## src/pkg/lpmc_pkg.sv

```systemverilog
package lpmc_pkg;

  // ==========================================================
  // Register offsets (byte addresses)
  localparam logic [7:0] OFF_SBY_CTRL  = 8'h00;
  localparam logic [7:0] OFF_DPSBY_CTRL = 8'h04;
  localparam logic [7:0] OFF_MSTP_A    = 8'h08;
  localparam logic [7:0] OFF_MSTP_B    = 8'h0C;
  localparam logic [7:0] OFF_MSTP_C    = 8'h10;
  localparam logic [7:0] OFF_MSTP_D    = 8'h14;
  localparam logic [7:0] OFF_PROTECT   = 8'h18;
  localparam logic [7:0] OFF_STATUS    = 8'h1C;

  // ==========================================================
  // Field positions
  localparam int BIT_SSBY      = 0;
  localparam int BIT_DPSBY     = 0;
  localparam int BIT_ACSE      = 31;
  localparam int BIT_DMA_DTC   = 28;
  localparam int BIT_EXT_DMA   = 29;
  localparam int BIT_UNLOCK    = 1;
  localparam int BIT_ST_LOW_SPEED_ONCHIP_OSC   = 3;
  localparam int BIT_ST_DSWAKE = 4;

  // ==========================================================
  // Values after reset
  localparam logic [31:0] RST_MSTP_A = 32'hCFFF_FFFF;
  localparam logic [31:0] RST_MSTP_B = 32'hFFFF_FFFF;
  localparam logic [31:0] RST_MSTP_C = 32'hFFFF_FFFF;
  localparam logic [31:0] RST_MSTP_D = 32'hFFFF_FFFF;

  // ==========================================================
  // All-module stop pattern
  localparam logic [31:0] ALLSTOP_A_DONTCARE = 32'h0000_0030;
  localparam logic [31:0] ALL_ONES           = 32'hFFFF_FFFF;
  localparam logic [15:0] HALF_ONES          = 16'hFFFF;

  // ==========================================================
  // Synchronised pin vector layout
  localparam int PIN_RST    = 0;
  localparam int PIN_NMI    = 1;
  localparam int PIN_IRQ    = 2;
  localparam int PIN_DSIRQ  = 18;
  localparam int PIN_SCL    = 34;
  localparam int PIN_SDA    = 35;
  localparam int PIN_CRX    = 36;
  localparam int PIN_W      = 37;

  // ==========================================================
  // Peripheral wake sources and per-mode wake masks
  localparam int PI_TMR     = 0;
  localparam int PI_RTC_ALM = 1;
  localparam int PI_RTC_CYC = 2;
  localparam int PI_INDEPENDENT_WATCHDOG    = 3;
  localparam int PI_USB     = 4;
  localparam int PI_LVD1    = 5;
  localparam int PI_LVD2    = 6;
  localparam int PI_OSTD    = 7;
  localparam logic [7:0] WAKE_ALLSTOP = 8'hFF;
  localparam logic [7:0] WAKE_SWSTBY  = 8'h7E;
  localparam logic [7:0] WAKE_DEEP    = 8'h76;

  // ==========================================================
  // Deep standby wake reset duration
  localparam int DS_RESET_NS   = 1000;
  localparam int CLK_PERIOD_NS = 50;
  localparam int DS_RESET_CYC  = (DS_RESET_NS + CLK_PERIOD_NS - 1) / CLK_PERIOD_NS;

endpackage

```

## src/rtl/lpmc_top.sv

```systemverilog
`timescale 1ns/10ps
// Notes on behaviour
// - All-module stop needs enable and stop pattern (A bits 4-5 and C lower half free)
// - All-module stop wakes on listed sources
// - Wait with standby only enters software standby
// - Software standby wakes without timer, oscillator-stop
// - Wait with both selects enters deep standby
// - Deep standby wakes only on listed sources
// - Deep wake holds reset, then runs on slow oscillator
// - Modules start stopped except DMA, transfer, external DMA
// - Bit 28 gates DMA and transfer together
// - Bit 29 gates external DMA alone
// - Module-stop writes need protection unlocked
// - Power registers ignore writes unless unlock set
module lpmc_top #(
  parameter int DS_RESET_CYCLES = lpmc_pkg::DS_RESET_CYC
) (
  input  wire logic        mclk,
  input  wire logic        arst_n,
  input  wire logic        external_reset_n,
  input  wire logic        nmi_pin,
  input  wire logic [15:0] irq_pin,
  input  wire logic [15:0] deep_standby_irq_pin,
  input  wire logic        deep_standby_i2c_clock_pin,
  input  wire logic        deep_standby_i2c_data_pin,
  input  wire logic        deep_standby_can_rx_pin,
  input  wire logic [7:0]  periph_irq,
  input  wire logic        int_req,
  input  wire logic        wait_exec,
  input  wire logic [7:0]  reg_addr,
  input  wire logic [31:0] reg_wdata,
  input  wire logic        reg_wr,
  input  wire logic        reg_rd,
  output logic [31:0]      reg_rdata,
  output logic [2:0]       lp_mode,
  output logic             cpu_stop,
  output logic             internal_reset,
  output logic             low_speed_onchip_osc_sel,
  output logic             module_clk_stop_all,
  output logic             dma_ctrl_clk_en,
  output logic             external_dma_ctrl_clk_en,
  output logic [31:0]      module_stop_ctrl_a,
  output logic [31:0]      module_stop_ctrl_b,
  output logic [31:0]      module_stop_ctrl_c,
  output logic [31:0]      module_stop_ctrl_d
);

  // ==========================================================
  // Elaboration check
  if (DS_RESET_CYCLES < 1 || DS_RESET_CYCLES > 65535)
  begin : g_bad_param
    $error("DS_RESET_CYCLES out of range");
  end

  // ==========================================================
  // State and register types
  typedef enum logic [2:0] {
    LPMC_ST_RESET,
    LPMC_ST_RUN,
    LPMC_ST_SLEEP,
    LPMC_ST_ALLSTOP,
    LPMC_ST_SWSTBY,
    LPMC_ST_DEEP,
    LPMC_ST_DSRST
  } lpmc_state_t;

  typedef struct packed {
    logic [lpmc_pkg::PIN_W-1:0] pin_s1;
    logic [lpmc_pkg::PIN_W-1:0] pin_s2;
    lpmc_state_t                state;
    logic [15:0]                ds_cnt;
    logic                       ssby;
    logic                       dpsby;
    logic                       unlock;
    logic [31:0]                mstp_a;
    logic [31:0]                mstp_b;
    logic [31:0]                mstp_c;
    logic [31:0]                mstp_d;
    logic                       low_speed_onchip_osc;
    logic                       ds_wake;
    logic [31:0]                rdata;
    logic                       dma_en;
    logic                       exdma_en;
    logic                       clk_stop;
    logic                       cpu_stop;
    logic                       int_rst;
  } lpmc_regs_t;

  localparam lpmc_regs_t REGS_RST = '{
    pin_s1:   '0,
    pin_s2:   '0,
    state:    LPMC_ST_RESET,
    ds_cnt:   16'h0000,
    ssby:     1'b0,
    dpsby:    1'b0,
    unlock:   1'b0,
    mstp_a:   lpmc_pkg::RST_MSTP_A,
    mstp_b:   lpmc_pkg::RST_MSTP_B,
    mstp_c:   lpmc_pkg::RST_MSTP_C,
    mstp_d:   lpmc_pkg::RST_MSTP_D,
    low_speed_onchip_osc:     1'b0,
    ds_wake:  1'b0,
    rdata:    32'h0000_0000,
    dma_en:   1'b0,
    exdma_en: 1'b0,
    clk_stop: 1'b0,
    cpu_stop: 1'b1,
    int_rst:  1'b1
  };

  lpmc_regs_t r_r;
  lpmc_regs_t r_nxt;

  // ==========================================================
  // Helpers
  function automatic logic periph_wake(input logic [7:0] irq, input logic [7:0] mask);
    periph_wake = |(irq & mask);
  endfunction

  function automatic logic lp_write(input logic wr, input logic [7:0] addr, input logic [7:0] off,
                                    input logic unl);
    lp_write = wr && (addr == off) && unl;
  endfunction

  // ==========================================================
  // Next-state logic
  logic [lpmc_pkg::PIN_W-1:0] pins_raw;
  logic                       pin_rst_ok;
  logic                       pin_ext_wake;
  logic                       pin_deep_wake;
  logic                       allstop_ok;
  logic                       clk_running;
  logic [15:0]                ds_last;

  assign pins_raw = {deep_standby_can_rx_pin, deep_standby_i2c_data_pin, deep_standby_i2c_clock_pin,
                     deep_standby_irq_pin, irq_pin, nmi_pin, external_reset_n};
  assign ds_last  = 16'(DS_RESET_CYCLES - 1);

  always_comb
  begin
    r_nxt        = r_r;
    r_nxt.pin_s1 = pins_raw;
    r_nxt.pin_s2 = r_r.pin_s1;
    r_nxt.rdata  = 32'h0000_0000;

    pin_rst_ok    = r_r.pin_s2[lpmc_pkg::PIN_RST];
    pin_ext_wake  = r_r.pin_s2[lpmc_pkg::PIN_NMI] || (|r_r.pin_s2[lpmc_pkg::PIN_IRQ +: 16]);
    pin_deep_wake = r_r.pin_s2[lpmc_pkg::PIN_NMI] || (|r_r.pin_s2[lpmc_pkg::PIN_DSIRQ +: 16]) ||
                    r_r.pin_s2[lpmc_pkg::PIN_SCL] || r_r.pin_s2[lpmc_pkg::PIN_SDA] ||
                    r_r.pin_s2[lpmc_pkg::PIN_CRX];

    allstop_ok = r_r.mstp_a[lpmc_pkg::BIT_ACSE] &&
                 ((r_r.mstp_a | lpmc_pkg::ALLSTOP_A_DONTCARE) == lpmc_pkg::ALL_ONES) &&
                 (r_r.mstp_b == lpmc_pkg::ALL_ONES) &&
                 (r_r.mstp_c[31:16] == lpmc_pkg::HALF_ONES) &&
                 (r_r.mstp_d == lpmc_pkg::ALL_ONES);

    // ========================================================
    // Register writes
    if (r_r.state == LPMC_ST_RUN)
    begin
      if (reg_wr && reg_addr == lpmc_pkg::OFF_PROTECT)
      begin
        r_nxt.unlock = reg_wdata[lpmc_pkg::BIT_UNLOCK];
      end
      if (lp_write(reg_wr, reg_addr, lpmc_pkg::OFF_SBY_CTRL, r_r.unlock))
      begin
        r_nxt.ssby = reg_wdata[lpmc_pkg::BIT_SSBY];
      end
      if (lp_write(reg_wr, reg_addr, lpmc_pkg::OFF_DPSBY_CTRL, r_r.unlock))
      begin
        r_nxt.dpsby = reg_wdata[lpmc_pkg::BIT_DPSBY];
      end
      if (lp_write(reg_wr, reg_addr, lpmc_pkg::OFF_MSTP_A, r_r.unlock))
      begin
        r_nxt.mstp_a = reg_wdata;
      end
      if (lp_write(reg_wr, reg_addr, lpmc_pkg::OFF_MSTP_B, r_r.unlock))
      begin
        r_nxt.mstp_b = reg_wdata;
      end
      if (lp_write(reg_wr, reg_addr, lpmc_pkg::OFF_MSTP_C, r_r.unlock))
      begin
        r_nxt.mstp_c = reg_wdata;
      end
      if (lp_write(reg_wr, reg_addr, lpmc_pkg::OFF_MSTP_D, r_r.unlock))
      begin
        r_nxt.mstp_d = reg_wdata;
      end
    end

    // ========================================================
    // Register reads
    if (reg_rd)
    begin
      case (reg_addr)
        lpmc_pkg::OFF_SBY_CTRL:   r_nxt.rdata[lpmc_pkg::BIT_SSBY] = r_r.ssby;
        lpmc_pkg::OFF_DPSBY_CTRL: r_nxt.rdata[lpmc_pkg::BIT_DPSBY] = r_r.dpsby;
        lpmc_pkg::OFF_MSTP_A:     r_nxt.rdata = r_r.mstp_a;
        lpmc_pkg::OFF_MSTP_B:     r_nxt.rdata = r_r.mstp_b;
        lpmc_pkg::OFF_MSTP_C:     r_nxt.rdata = r_r.mstp_c;
        lpmc_pkg::OFF_MSTP_D:     r_nxt.rdata = r_r.mstp_d;
        lpmc_pkg::OFF_PROTECT:    r_nxt.rdata[lpmc_pkg::BIT_UNLOCK] = r_r.unlock;
        lpmc_pkg::OFF_STATUS:
        begin
          r_nxt.rdata[2:0]                    = r_r.state;
          r_nxt.rdata[lpmc_pkg::BIT_ST_LOW_SPEED_ONCHIP_OSC]  = r_r.low_speed_onchip_osc;
          r_nxt.rdata[lpmc_pkg::BIT_ST_DSWAKE] = r_r.ds_wake;
        end
        default:                  r_nxt.rdata = 32'h0000_0000;
      endcase
    end

    // ========================================================
    // Mode sequencer
    case (r_r.state)
      LPMC_ST_RESET:
      begin
        if (pin_rst_ok)
        begin
          r_nxt.state = LPMC_ST_RUN;
        end
      end
      LPMC_ST_RUN:
      begin
        if (wait_exec)
        begin
          if (r_r.ssby && r_r.dpsby)
          begin
            r_nxt.state = LPMC_ST_DEEP;
          end
          else if (r_r.ssby)
          begin
            r_nxt.state = LPMC_ST_SWSTBY;
          end
          else if (allstop_ok)
          begin
            r_nxt.state = LPMC_ST_ALLSTOP;
          end
          else
          begin
            r_nxt.state = LPMC_ST_SLEEP;
          end
        end
      end
      LPMC_ST_SLEEP:
      begin
        if (int_req || pin_ext_wake || (|periph_irq))
        begin
          r_nxt.state = LPMC_ST_RUN;
        end
      end
      LPMC_ST_ALLSTOP:
      begin
        if (pin_ext_wake || periph_wake(periph_irq, lpmc_pkg::WAKE_ALLSTOP))
        begin
          r_nxt.state = LPMC_ST_RUN;
        end
      end
      LPMC_ST_SWSTBY:
      begin
        if (pin_ext_wake || periph_wake(periph_irq, lpmc_pkg::WAKE_SWSTBY))
        begin
          r_nxt.state = LPMC_ST_RUN;
        end
      end
      LPMC_ST_DEEP:
      begin
        if (pin_deep_wake || periph_wake(periph_irq, lpmc_pkg::WAKE_DEEP))
        begin
          r_nxt.state  = LPMC_ST_DSRST;
          r_nxt.ds_cnt = 16'h0000;
        end
      end
      LPMC_ST_DSRST:
      begin
        if (r_r.ds_cnt == ds_last)
        begin
          r_nxt         = REGS_RST;
          r_nxt.pin_s1  = pins_raw;
          r_nxt.pin_s2  = r_r.pin_s1;
          r_nxt.state   = LPMC_ST_RUN;
          r_nxt.low_speed_onchip_osc    = 1'b1;
          r_nxt.ds_wake = 1'b1;
        end
        else
        begin
          r_nxt.ds_cnt = r_r.ds_cnt + 16'h0001;
        end
      end
      default:
      begin
        r_nxt.state = LPMC_ST_RESET;
      end
    endcase

    // External reset pin low overrides everything
    if (!pin_rst_ok)
    begin
      r_nxt        = REGS_RST;
      r_nxt.pin_s1 = pins_raw;
      r_nxt.pin_s2 = r_r.pin_s1;
    end

    // ========================================================
    // Module clock gating
    clk_running = (r_nxt.state == LPMC_ST_RUN) || (r_nxt.state == LPMC_ST_SLEEP);
    r_nxt.clk_stop = !clk_running;
    r_nxt.dma_en   = clk_running && !r_nxt.mstp_a[lpmc_pkg::BIT_DMA_DTC];
    r_nxt.exdma_en = clk_running && !r_nxt.mstp_a[lpmc_pkg::BIT_EXT_DMA];
    // Registered status outputs
    r_nxt.cpu_stop = r_nxt.state != LPMC_ST_RUN;
    r_nxt.int_rst  = (r_nxt.state == LPMC_ST_RESET) || (r_nxt.state == LPMC_ST_DSRST);
  end

  // ==========================================================
  // State register
  always_ff @(posedge mclk or negedge arst_n)
  begin
    if (!arst_n)
    begin
      r_r <= REGS_RST;
    end
    else
    begin
      r_r <= r_nxt;
    end
  end

  // ==========================================================
  // Outputs
  assign reg_rdata                = r_r.rdata;
  assign lp_mode                  = r_r.state;
  assign cpu_stop                 = r_r.cpu_stop;
  assign internal_reset           = r_r.int_rst;
  assign low_speed_onchip_osc_sel = r_r.low_speed_onchip_osc;
  assign module_clk_stop_all      = r_r.clk_stop;
  assign dma_ctrl_clk_en          = r_r.dma_en;
  assign external_dma_ctrl_clk_en = r_r.exdma_en;
  assign module_stop_ctrl_a       = r_r.mstp_a;
  assign module_stop_ctrl_b       = r_r.mstp_b;
  assign module_stop_ctrl_c       = r_r.mstp_c;
  assign module_stop_ctrl_d       = r_r.mstp_d;

endmodule

```

## config.mk

```make
export PLATFORM = sky130hd
export DESIGN_NAME = lpmc_top
export DESIGN_NICKNAME = d
export VERILOG_FILES = /design/src/pkg/lpmc_pkg.sv /design/src/rtl/lpmc_top.sv
export SDC_FILE = /design/constraint.sdc
export NUM_CORES = 1
export LEC_CHECK = 0
export BUFFER_PORTS_ARGS = -buffer_cell sky130_fd_sc_hd__buf_2
export CELL_PAD_IN_SITES_DETAIL_PLACEMENT = 0
export CELL_PAD_IN_SITES_GLOBAL_PLACEMENT = 2
export CORE_ASPECT_RATIO = 0.8
export CORE_MARGIN = 3
export CORE_UTILIZATION = 34
export DETAILED_ROUTE_END_ITERATION = 6
export PLACE_DENSITY = 0.92
export SLEW_MARGIN = 15
export SYNTH_ARGS = -nofsm -noshare
export SYNTH_HDL_FRONTEND = slang
export SYNTH_SLANG_ARGS = --single-unit
export TNS_END_PERCENT = 5
```

## constraint.sdc

```tcl
create_clock -name mclk -period 2.15 [get_ports mclk]
set_input_delay 0.215 -clock mclk [delete_from_list [all_inputs] [get_ports mclk]]
set_output_delay 0.215 -clock mclk [all_outputs]
set_load 0.005 [all_outputs]
```

# Yosys cells after proc, flatten, opt, wreduce, memory -nomap -nowiden
# Cells that the tools add are included.
totals:
  wordCells: 119
  register_bits: 263
op_classes:
  n_reduce_logical: 45
  mux: 28
  n_eq_ne: 26
  add_sub_neg: 1
op_table:
  columns: ["operator", "n"]
  rows:
  - ["$mux W170", 2]
  - ["$mux W263", 1]
  - ["$mux W32", 5]
  - ["$mux W131", 1]
  - ["$pmux W27 S4", 1]
  - ["$eq A32 B32 Y1 const B", 2]
  - ["$eq A8 B5 Y1 const B", 4]
  - ["$pmux W16 S2", 1]
  - ["$reduce_or A16 Y1", 2]
  - ["$eq A30 B30 Y1 const B", 1]
  - ["$mux W3", 7]
  - ["$pmux W3 S7", 1]
  - ["$logic_and A1 B1 Y1", 20]
  - ["$mux W19", 1]
  - ["$add A16 B1 Y16 const B", 1]
  - ["$eq A16 B16 Y1 const B", 1]
  - ["$eq A16 B5 Y1 const B", 1]
  - ["$eq A8 B4 Y1 const B", 2]
  - ["$mux W16", 1]
  - ["$pmux W3 S5", 1]
  - ["$eq A3 B3 Y1 const B", 4]
  - ["$logic_or A1 B1 Y1", 12]
  - ["$eq A3 B2 Y1 const B", 3]
  - ["$eq A8 B3 Y1 const B", 1]
  - ["14 further kinds", 24]

# Logic depth before layout (Yosys ltp)
# Gate-level depths: netlist of the first run.
depth:
  word_depth: 14
  ltp_mapped: 8
  ltp_nobuf: 7

# Least setup slack after synthesis of the first run
# Ideal clock, no wire load.
synth_path:
  path_kind: "reg2reg"
  start: "reg r_r[170] in the netlist's numbering"
  end: "reg r_r, in the netlist internal_reset"
  stages_incl_launch_ff: 8
  path_slack_ns: 0.240
  setup_time_ns: 0.077
  arrival_time_ns: 1.834
  n_path_buf: 0
  required_time_ns: 2.073
  path_cell_list: "dfrtp_1 > ha_1 > nor4b_2 > nand4_2 > and2_4 > a21o_1 > or3_4 > a21o_1"
synth_rtl:
  columns: ["element", "line_no", "source"]
  rows:
  - ["from (decl)", "lpmc_top.sv:111", "lpmc_regs_t r_r;"]
  - ["from (signal assigned)", "lpmc_top.sv:326", "r_r <= r_nxt;"]

==> results of run 1 <==
-- cell families after synthesis --
family	after synthesis	share of synthesized area
AND/OR/NAND/NOR	611	0.233
XOR/XNOR	2	0.00145
adder cells (fa/ha/maj)	1	0.00103
multiplexers	35	0.0297
AO/OA/AOI/OAI	92	0.0561
flip-flops	262	0.554
buffers and inverters	230	0.124
-- per-layer routing --
layer	wire length (um)	global-route usage
met4	715	0.0432
met1	19400	0.318
met2	18200	0.324
met3	3210	0.0471
met5	0	0
-- power groups by stage --
stage          Sequential [mW]  Clock (mW)  Combinational (mW)
2_1_floorplan             5.12           0               0.142
3_3_place_gp              5.13           0               0.464
3_5_place_dp              5.13           0               0.467
4_1_cts                   5.05        5.20               0.569
5_1_grt                   5.06        5.41               0.622
6_report                  5.05        5.11               0.569
-- placed cells by master, fill, tap and decap left out, types with 5 or more instances in the layout --
master	netlist	layout
buf_4	165	55
nor3_1	7	7
nand4_1	34	34
o21ai_0	24	24
dlygate4sd3_1	0	71
nand3b_1	5	5
nor2_1	79	77
or3_1	5	5
mux2i_1	27	27
a21oi_1	10	10
dfstp_2	128	128
buf_2	19	258
dfrtp_1	134	134
nand2_1	288	288
nand3_1	139	139
clkbuf_16	0	28
nor4_1	19	15
and2_1	6	6
clkinv_2	0	6
mux2_2	8	8
buf_12	0	11
a222oi_1	8	8
a221oi_1	24	24
-- area by class of cell --
cell class | instances | area [um^2] | area share
Inverter | 2 | 7.51 | 0.000503
Tap cell | 472 | 591 | 0.0396
Timing Repair Buffer | 396 | 2650 | 0.177
Sequential cell | 262 | 6720 | 0.450
Multi-Input combinational cell | 741 | 3990 | 0.267
Clock buffer | 35 | 757 | 0.0507
Antenna cell | 1 | 2.50 | 0.000168
Clock inverter | 17 | 218 | 0.0146
-- timing repair --
action | CTS | global route
gates resized for setup | 1 | 9
endpoints found under the hold margin | 182 | 0
setup buffers | 0 | 1
hold buffers | 71 | 0
endpoints found under the setup margin | 2 | 17
pin swaps | 0 | 4
-- sequential cells by signal (all words and copies together) (netlist names), 3 cells and up --
name	flops
lp_mode	3
module_stop_ctrl_a	32
module_stop_ctrl_b	32
module_stop_ctrl_c	32
module_stop_ctrl_d	32
r_r	92
reg_rdata	32
-- stage by stage --
stage                     power [mW]  utilization  setup WS (ns)  instances
after detailed placement        5.60        0.377        -0.0355       1801
after global routing            11.1        0.427        0.00978       1926
after floorplan                 5.27            -          0.240       1233
after CTS                       10.8        0.425        0.00360       1924
final                           10.7        0.427         0.0598       1926
after global placement          5.59        0.377        -0.0593       1801
-- worst max-delay path: cells and delay by family, from the launching register on --
| family | cells | cell delay (ns) |
|---|---|---|
| simple gates | 5 | 0.87 |
| compound gates | 1 | 0.06 |
| flops | 1 | 0.57 |
| buf+inv | 3 | 0.47 |
-- how the worst max path moves through the flow --
stage / startpoint / end / slack (ns) / cells past startpoint
floorplan: r_r[170] / internal_reset / 0.24 / 7
global placement: module_stop_ctrl_d[5] / dma_ctrl_clk_en / -0.06 / 8
detailed placement: module_stop_ctrl_d[5] / dma_ctrl_clk_en / -0.04 / 8
CTS: module_stop_ctrl_d[7] / external_dma_ctrl_clk_en / 0.004 / 7
global route: r_r[190] / external_dma_ctrl_clk_en / 0.01 / 6
finish: module_stop_ctrl_c[27] / external_dma_ctrl_clk_en / 0.06 / 9
==> flow_summary.toml, run 1 <==
[route]
post-route-drc-count = 0
vias_per_cell = 5.08
drtAntennaViolNets = 0
drt_pass1_iterations = 6
drt_iter0_markers = 947
wirelength_um = 41600
wl_per_cell_um = 21.6
vias = 9790

[logic_synthesis]
syn-num-nets = 1325
synth-edff-count = 0
synth.top_cell.area_share = 0.278
synth_flop_cell = "dfrtp_1"
ys_top_cells_by_area = "dfstp_2 28%, dfrtp_1 28%, buf_4 10%"
synth_seq_area_share = 0.554
synth.distinct_cells = 59
yosysTopAreaCell = "dfstp_2"
synthCells = 1233
ys_warn_count = 0
synth_area_um2 = 12100
synth_common_cells = "288 x nand2_1, 165 x buf_4, 139 x nand3_1"
yosysMostFrequentCell = "nand2_1"
async_flop_share = 1.00
synth_seq_cells = 262
synth_area_per_cell_um2 = 9.83

[timing]
maxSlewViolCount = 0
rsz0062_at_grt = "false"
slew_headroom = 0.532
finalSetupViolCount = 0
skew_ns = 0.0279
fmax_mhz = 478
tns_ns = 0
hold_violations = 0
post-route-min-period_ns = 2.09
hold_ws_ns = 0.0611
tightestPinTransition_ns = 0.692
period_share = 0.972

[power_and_ir_drop]
peakVddDrop_uv = 691
combPwrFrac = 0.053
cellInternalPower_mw = 8.26
p_switching_mw = 2.46
swShare = 0.230
clkPwrFrac = 0.476
p_leak_nw = 6.94
powerDensity_nw_per_um2 = 719
power_frac_seq = 0.471

[die]
start_util = 0.347
dieArea_um2 = 38000
core_area_um2 = 35000
die_h_um = 175
io_pins = 260
placementRows = 61
die_w_um = 217

[setup_path]
critPathLaunchType = "flip-flop"
crit_type = "flip-flop to flip-flop"
r2r_end = "external_dma_ctrl_clk_en"
slowest_stage = "dfstp_2"
crit_top_cell = "buf_4"
path_cells = "nand4_1 -> buf_4 -> nor4_4 -> buf_4 -> nand4_1 -> nor2_1 -> buf_4 -> or3_1 -> a21oi_2"
cp-end-kind = "flip-flop"
cp_slowest_stage_delay_ns = 0.57
r2r_slack_ns = 0.06
ff2ff_path_depth = 9
required_ns = 2.61
arrival_ns = 2.55
crit_fanout = 4
regToRegStartpoint = "module_stop_ctrl_c[27]"

[grt]
grt_pass1_wl_um = 62000
grtUsageTotal = 0.214
grt_start_max_net_pins = 78
grt_overflow_total = 0
grt_pass1_vias = 9576
antenna_found_initial = 2

[placed_design]
io_buffers = 259
gp_congestion = 0.821
dp_hpwl_um = 28800
placedInstanceArea_um2 = 13200

[clock_network]
clockBufferDepth = 3
cts_tree = "done"
htree_levels = 1
clockRootBuffer = "clkbuf_16"
clkSlewWorstSetupHoldPaths_ns = 0.07
clk-insertion-delay-late_ns = 0.57
clkSinkCount = 262
cts_buffers = 28

[finish]
final_layout_size_suffix_gt1_frac = 0.368
syn2layout_area_growth_pct = 23.2
nets = 1523
design_area_um2 = 14900
fillers = 3368

[worst_hold_path]
hold_path_class = "input pin to flip-flop"
hp-start = "wait_exec"
worstHoldEndpoint = "cpu_stop"
min_path_cells = 4

[status]
status = "finished, final reports clean"

[flow_run]
cap_violations = 0
(Power assumes the default switching activity.)
==> inputs of run 2 (changes only) <==
- CORE_UTILIZATION: 34 -> 30
- PLACE_DENSITY: 0.92 -> 0.87
- clock period: 2.15 -> 1.8 ns (I/O delays scaled with it)
==> flow_summary.toml, run 2 (synthesized netlist as in run 1, its figures left out) <==
[clock_network]
clockBufferDepth = 3
cts_buffers = 27
clk-insertion-delay-late_ns = 0.55
clkSlewWorstSetupHoldPaths_ns = 0.07
clkSinkCount = 262
clockRootBuffer = "clkbuf_16"
cts_tree = "done"
htree_levels = 1

[timing]
fmax_mhz = 516
post-route-min-period_ns = 1.94
setup_slack_ns = -0.140
finalSetupViolCount = 101
slew_headroom = 0.511
rsz0062_at_grt = "true"
maxSlewViolCount = 0
period_share = 1.08
skew_ns = 0.0194
tightestPinTransition_ns = 0.731
hold_violations = 0

[setup_path]
crit_top_cell = "nand4_1"
cp_slowest_stage_delay_ns = 0.53
critPathLaunchType = "flip-flop"
slowest_stage = "dfstp_2"
ff2ff_path_depth = 8
r2r_slack_ns = -0.14
required_ns = 2.25
regToRegStartpoint = "module_stop_ctrl_d[5]"
cp-end-kind = "flip-flop"
crit_type = "flip-flop to flip-flop"
r2r_end = "external_dma_ctrl_clk_en"
arrival_ns = 2.39
crit_end = "external_dma_ctrl_clk_en"
crit_fanout = 2
crit_start = "module_stop_ctrl_d[5]"
path_cells = "nand4_1 -> nor4_1 -> buf_4 -> nand4_1 -> nor2_2 -> buf_6 -> or3_4 -> a21oi_2"

[route]
drt_pass1_iterations = 6
drtAntennaViolNets = 0
vias = 10300
wirelength_um = 44000
vias_per_cell = 4.80
wl_per_cell_um = 20.4
post-route-drc-count = 0
drt_iter0_markers = 670

[finish]
final_layout_size_suffix_gt1_frac = 0.473
syn2layout_area_growth_pct = 38.3
final_util = 0.422
largest-register = "r_r"
layout_commonest_cell = "nand2_1"
largest_reg_flops = 92
fillers = 3858
final_cell_mix = "287 x nand2_1, 258 x buf_2, 201 x buf_4, 133 x dfrtp_1, 128 x dfstp_2"
nets = 1687
stdcell_count = 2153

[power_and_ir_drop]
powerDensity_nw_per_um2 = 762
peakVddDrop_uv = 656
p_total_mw = 12.8
p_leak_nw = 7.81

[placed_design]
gp_congestion = 0.837
dp_hpwl_um = 31800
place_inst = 2019
post-place-ws_ns = -0.301
io_buffers = 259

[die]
io_pins = 260
core_area_um2 = 39700
dieArea_um2 = 42900
start_util = 0.305
die_h_um = 186
die_w_um = 231
placementRows = 65

[grt]
grt_pass1_vias = 10300
grt_overflow_total = 0
grt_pass1_wl_um = 64800
antenna_found_initial = 1
grt_start_max_net_pins = 67
grtUsageTotal = 0.199

[status]
violations = "negative setup slack"
status = "complete, but fails checks"

[flow_run]
cap_violations = 0

[worst_hold_path]
hold_path_class = "input pin to flip-flop"
==> run 2: changes by cell type in the layout (fill, tap and decap cells not counted), moves of 6 or more <==
cell	before	now
nor4_1	15	9
nand3_2	0	33
buf_4	55	201
buf_6	0	7
nor2_2	3	12
nand3_1	139	106
buf_12	11	21
nor2_1	77	63
==> run 2: worst max-delay path: cells and delay by family, from the launching register on <==
kind / cells / cell delay, ns
AO/OA/AOI/OAI: 1 / 0.05
buffers and inverters: 2 / 0.28
flip-flops: 1 / 0.53
AND/OR/NAND/NOR: 5 / 1.00
==> run 2: through the flow <==
step | setup TNS, ns | instance area (um^2) | hold WS (ns)
after global routing | -15.43 | 16800 | 0.122
after CTS | -3.11 | 16300 | 0.0766
after detailed placement | -9.37 | 14500 | 0.199
final | -4.48 | 16800 | 0.111
after floorplan | -0.00133 | 12100 | -0.116
after global placement | -2.34 | 14500 | 0.200
==> run 2: worst min-delay path by stage <==
stage                           end  depth (start not counted)        start
floorplan           dma_ctrl_clk_en                          0       arst_n
global placement       reg_rdata[5]                          1       arst_n
detailed placement     reg_rdata[5]                          1       arst_n
CTS                    reg_rdata[1]                          5  reg_addr[6]
global route           reg_rdata[1]                          5  reg_addr[5]
finish                 reg_rdata[1]                          5  reg_addr[6]
==> run 2: timing repair <==
action | CTS | global route
resized for setup | 25 | 77
buffers inserted | 4 | 5
cloned | 1 | 2
setup endpoints to repair | 176 | 178
hold endpoints to repair | 189 | 0
pin swaps | 20 | 17
hold buffers | 71 | 0
==> run 2: final cells by class <==
class,count,area (um^2),area share
flip-flops and latches,262,6720,0.401
multi-input cells,741,4330,0.259
repair buffers,561,4080,0.243
clock buffers,37,773,0.0461
well taps,536,671,0.0400
clock inverters,13,180,0.0107
inverters,2,7.51,0.000448
diodes,1,2.50,0.000149
==> run 2: per-layer routing <==
layer	vias to the layer above	routed length [um]	track usage
li1	4768	-	-
met1	5172	19500	0.278
met2	353	20100	0.309
met3	43	3710	0.0557
met4	0	733	0.0439
met5	-	0	0
==> run 2: where the power goes <==
| part | internal [mW] | switching, mW | leakage (nW) |
|---|---|---|---|
| sequential | 6.00 | 0.0400 | 3.04 |
| clock | 3.59 | 2.37 | 0.474 |
| combinational | 0.356 | 0.417 | 4.29 |
| total | 9.94 | 2.83 | 7.81 |
==> inputs of run 3 (changes only) <==
- BUFFER_PORTS_ARGS: -buffer_cell sky130_fd_sc_hd__buf_2 -> default
- CORE_UTILIZATION: 30 -> 35
- DONT_BUFFER_PORTS: default -> 1
- TNS_END_PERCENT: 5 -> default
==> flow_summary.toml, run 3 (synthesized netlist as in run 1, its figures left out) <==
[status]
status = "complete, but fails checks"
violations = "design-rule violations, negative hold slack, negative setup slack"

[finish]
layout_commonest_cell = "nand2_1"
largest-register = "r_r"
stdcell_count = 1862
final_util = 0.493
final_cell_mix = "284 x nand2_1, 192 x buf_4, 134 x dfrtp_1, 128 x dfstp_2, 99 x nand3_2"
design_area_um2 = 16700
syn2layout_area_growth_pct = 37.6
largest_reg_flops = 92
nets = 1461
fillers = 3026
final_layout_size_suffix_gt1_frac = 0.459

[power_and_ir_drop]
p_total_mw = 13.2
swShare = 0.229
combPwrFrac = 0.047
powerDensity_nw_per_um2 = 794
cellInternalPower_mw = 10.2
clkPwrFrac = 0.496
p_switching_mw = 3.03
power_frac_seq = 0.457
peakVddDrop_uv = 740
p_leak_nw = 7.32

[die]
start_util = 0.358
core_area_um2 = 33900
io_pins = 260
die_w_um = 214
placementRows = 60
die_h_um = 172
dieArea_um2 = 36900

[grt]
grt_pass1_vias = 9606
grt_overflow_total = 0
grtUsageTotal = 0.222
grt_start_max_net_pins = 263
grt_pass1_wl_um = 62500
antenna_found_initial = 4

[placed_design]
dp_hpwl_um = 28700
post-place-ws_ns = -0.371
place_inst = 1687
gp_congestion = 0.835
placedInstanceArea_um2 = 13100
io_buffers = 0

[route]
vias_per_cell = 5.31
drt_iter0_markers = 904
drt_pass1_iterations = 7
wirelength_um = 44800
vias = 9879
drtAntennaViolNets = 0
wl_per_cell_um = 24.1
post-route-drc-count = 2

[clock_network]
clk-insertion-delay-late_ns = 0.58
clockRootBuffer = "clkbuf_16"
clockBufferDepth = 3
cts_buffers = 30
clkSinkCount = 262
cts_tree = "done"
clkSlewWorstSetupHoldPaths_ns = 0.06
htree_levels = 1

[setup_path]
ff2ff_path_depth = 7
crit_fanout = 2
required_ns = 2.28
cp-end-kind = "flip-flop"
critPathLaunchType = "flip-flop"
r2r_slack_ns = -0.18
r2r_end = "external_dma_ctrl_clk_en"
crit_end = "external_dma_ctrl_clk_en"
arrival_ns = 2.45
crit_type = "flip-flop to flip-flop"
regToRegStartpoint = "module_stop_ctrl_b[0]"
crit_start = "module_stop_ctrl_b[0]"

[timing]
fmax_mhz = 506
skew_ns = 0.0235
rsz0062_at_grt = "true"
tns_ns = -5.09
hold_violations = 262
tightestPinTransition_ns = 0.639
post-route-min-period_ns = 1.98
slew_headroom = 0.574
hold_ws_ns = -0.669
maxSlewViolCount = 0
setup_slack_ns = -0.178
period_share = 1.10
finalSetupViolCount = 120

[flow_run]
cap_violations = 0

[worst_hold_path]
hold_path_class = "input pin to asynchronous set/reset pin"
run 3: changes by cell type in the layout (fill, tap and decap cells not counted), sizes merged:
cell	previous run	this run
clkbuf	39	47
diode	1	4
clkinv	8	11
dlygate4sd3	71	75
clkinvlp	0	2
inv	3	4
buf	488	247
run 3: critical path, stage by stage, from the launching register on:
cell and delay, ns:
dfstp_2 0.57, nand4_1 0.15, nor4_4 0.36, buf_4 0.16
nand4_1 0.18, nor2_4 0.23, or3_4 0.17, a21oi_2 0.05
run 3: how the worst min path moves through the flow:
stage               cells after the start               to  slack [ns]
floorplan                               0  dma_ctrl_clk_en       -0.12
global placement                        0     reg_rdata[1]       -0.09
detailed placement                      0     reg_rdata[1]       -0.09
CTS                                     0    reg_rdata[14]       -0.71
global route                            0     reg_rdata[1]       -0.70
finish                                  0     reg_rdata[1]       -0.67
run 3: area by class of cell:
type / instances / area [um^2] / share of cell area
antenna: 4 / 10.0 / 0.000600
timing repair buffer: 332 / 3320 / 0.199
clock buffer: 37 / 827 / 0.0496
multi-input combinational: 741 / 4970 / 0.298
sequential: 262 / 6720 / 0.403
clock inverter: 19 / 250 / 0.0150
inverter: 2 / 7.51 / 0.000450
tap: 465 / 582 / 0.0349
run 3: timing repair:
action,4_1_cts,5_1_grt
resized for setup,73,208
endpoints found under the setup margin,130,180
buffers inserted,10,17
gates cloned,3,14
pin swaps,25,43
hold buffers,75,1
endpoints found under the hold margin,465,264
run 3: routing by layer:
layer | part of all wire | up-vias | global-route usage
met5 | 0 | - | 0
met4 | 0.026 | 0 | 0.0608
met3 | 0.10 | 80 | 0.0719
met2 | 0.44 | 476 | 0.334
met1 | 0.43 | 4994 | 0.309
li1 | - | 4329 | -
run 3: power by group through the flow:
stage / clock [mW] / sequential (mW) / combinational [mW]
6_report: 6.56 / 6.05 / 0.626
5_1_grt: 6.94 / 6.05 / 0.652
2_1_floorplan: 0 / 6.12 / 0.170
3_3_place_gp: 0 / 6.13 / 0.237
3_5_place_dp: 0 / 6.14 / 0.237
4_1_cts: 6.68 / 6.04 / 0.499
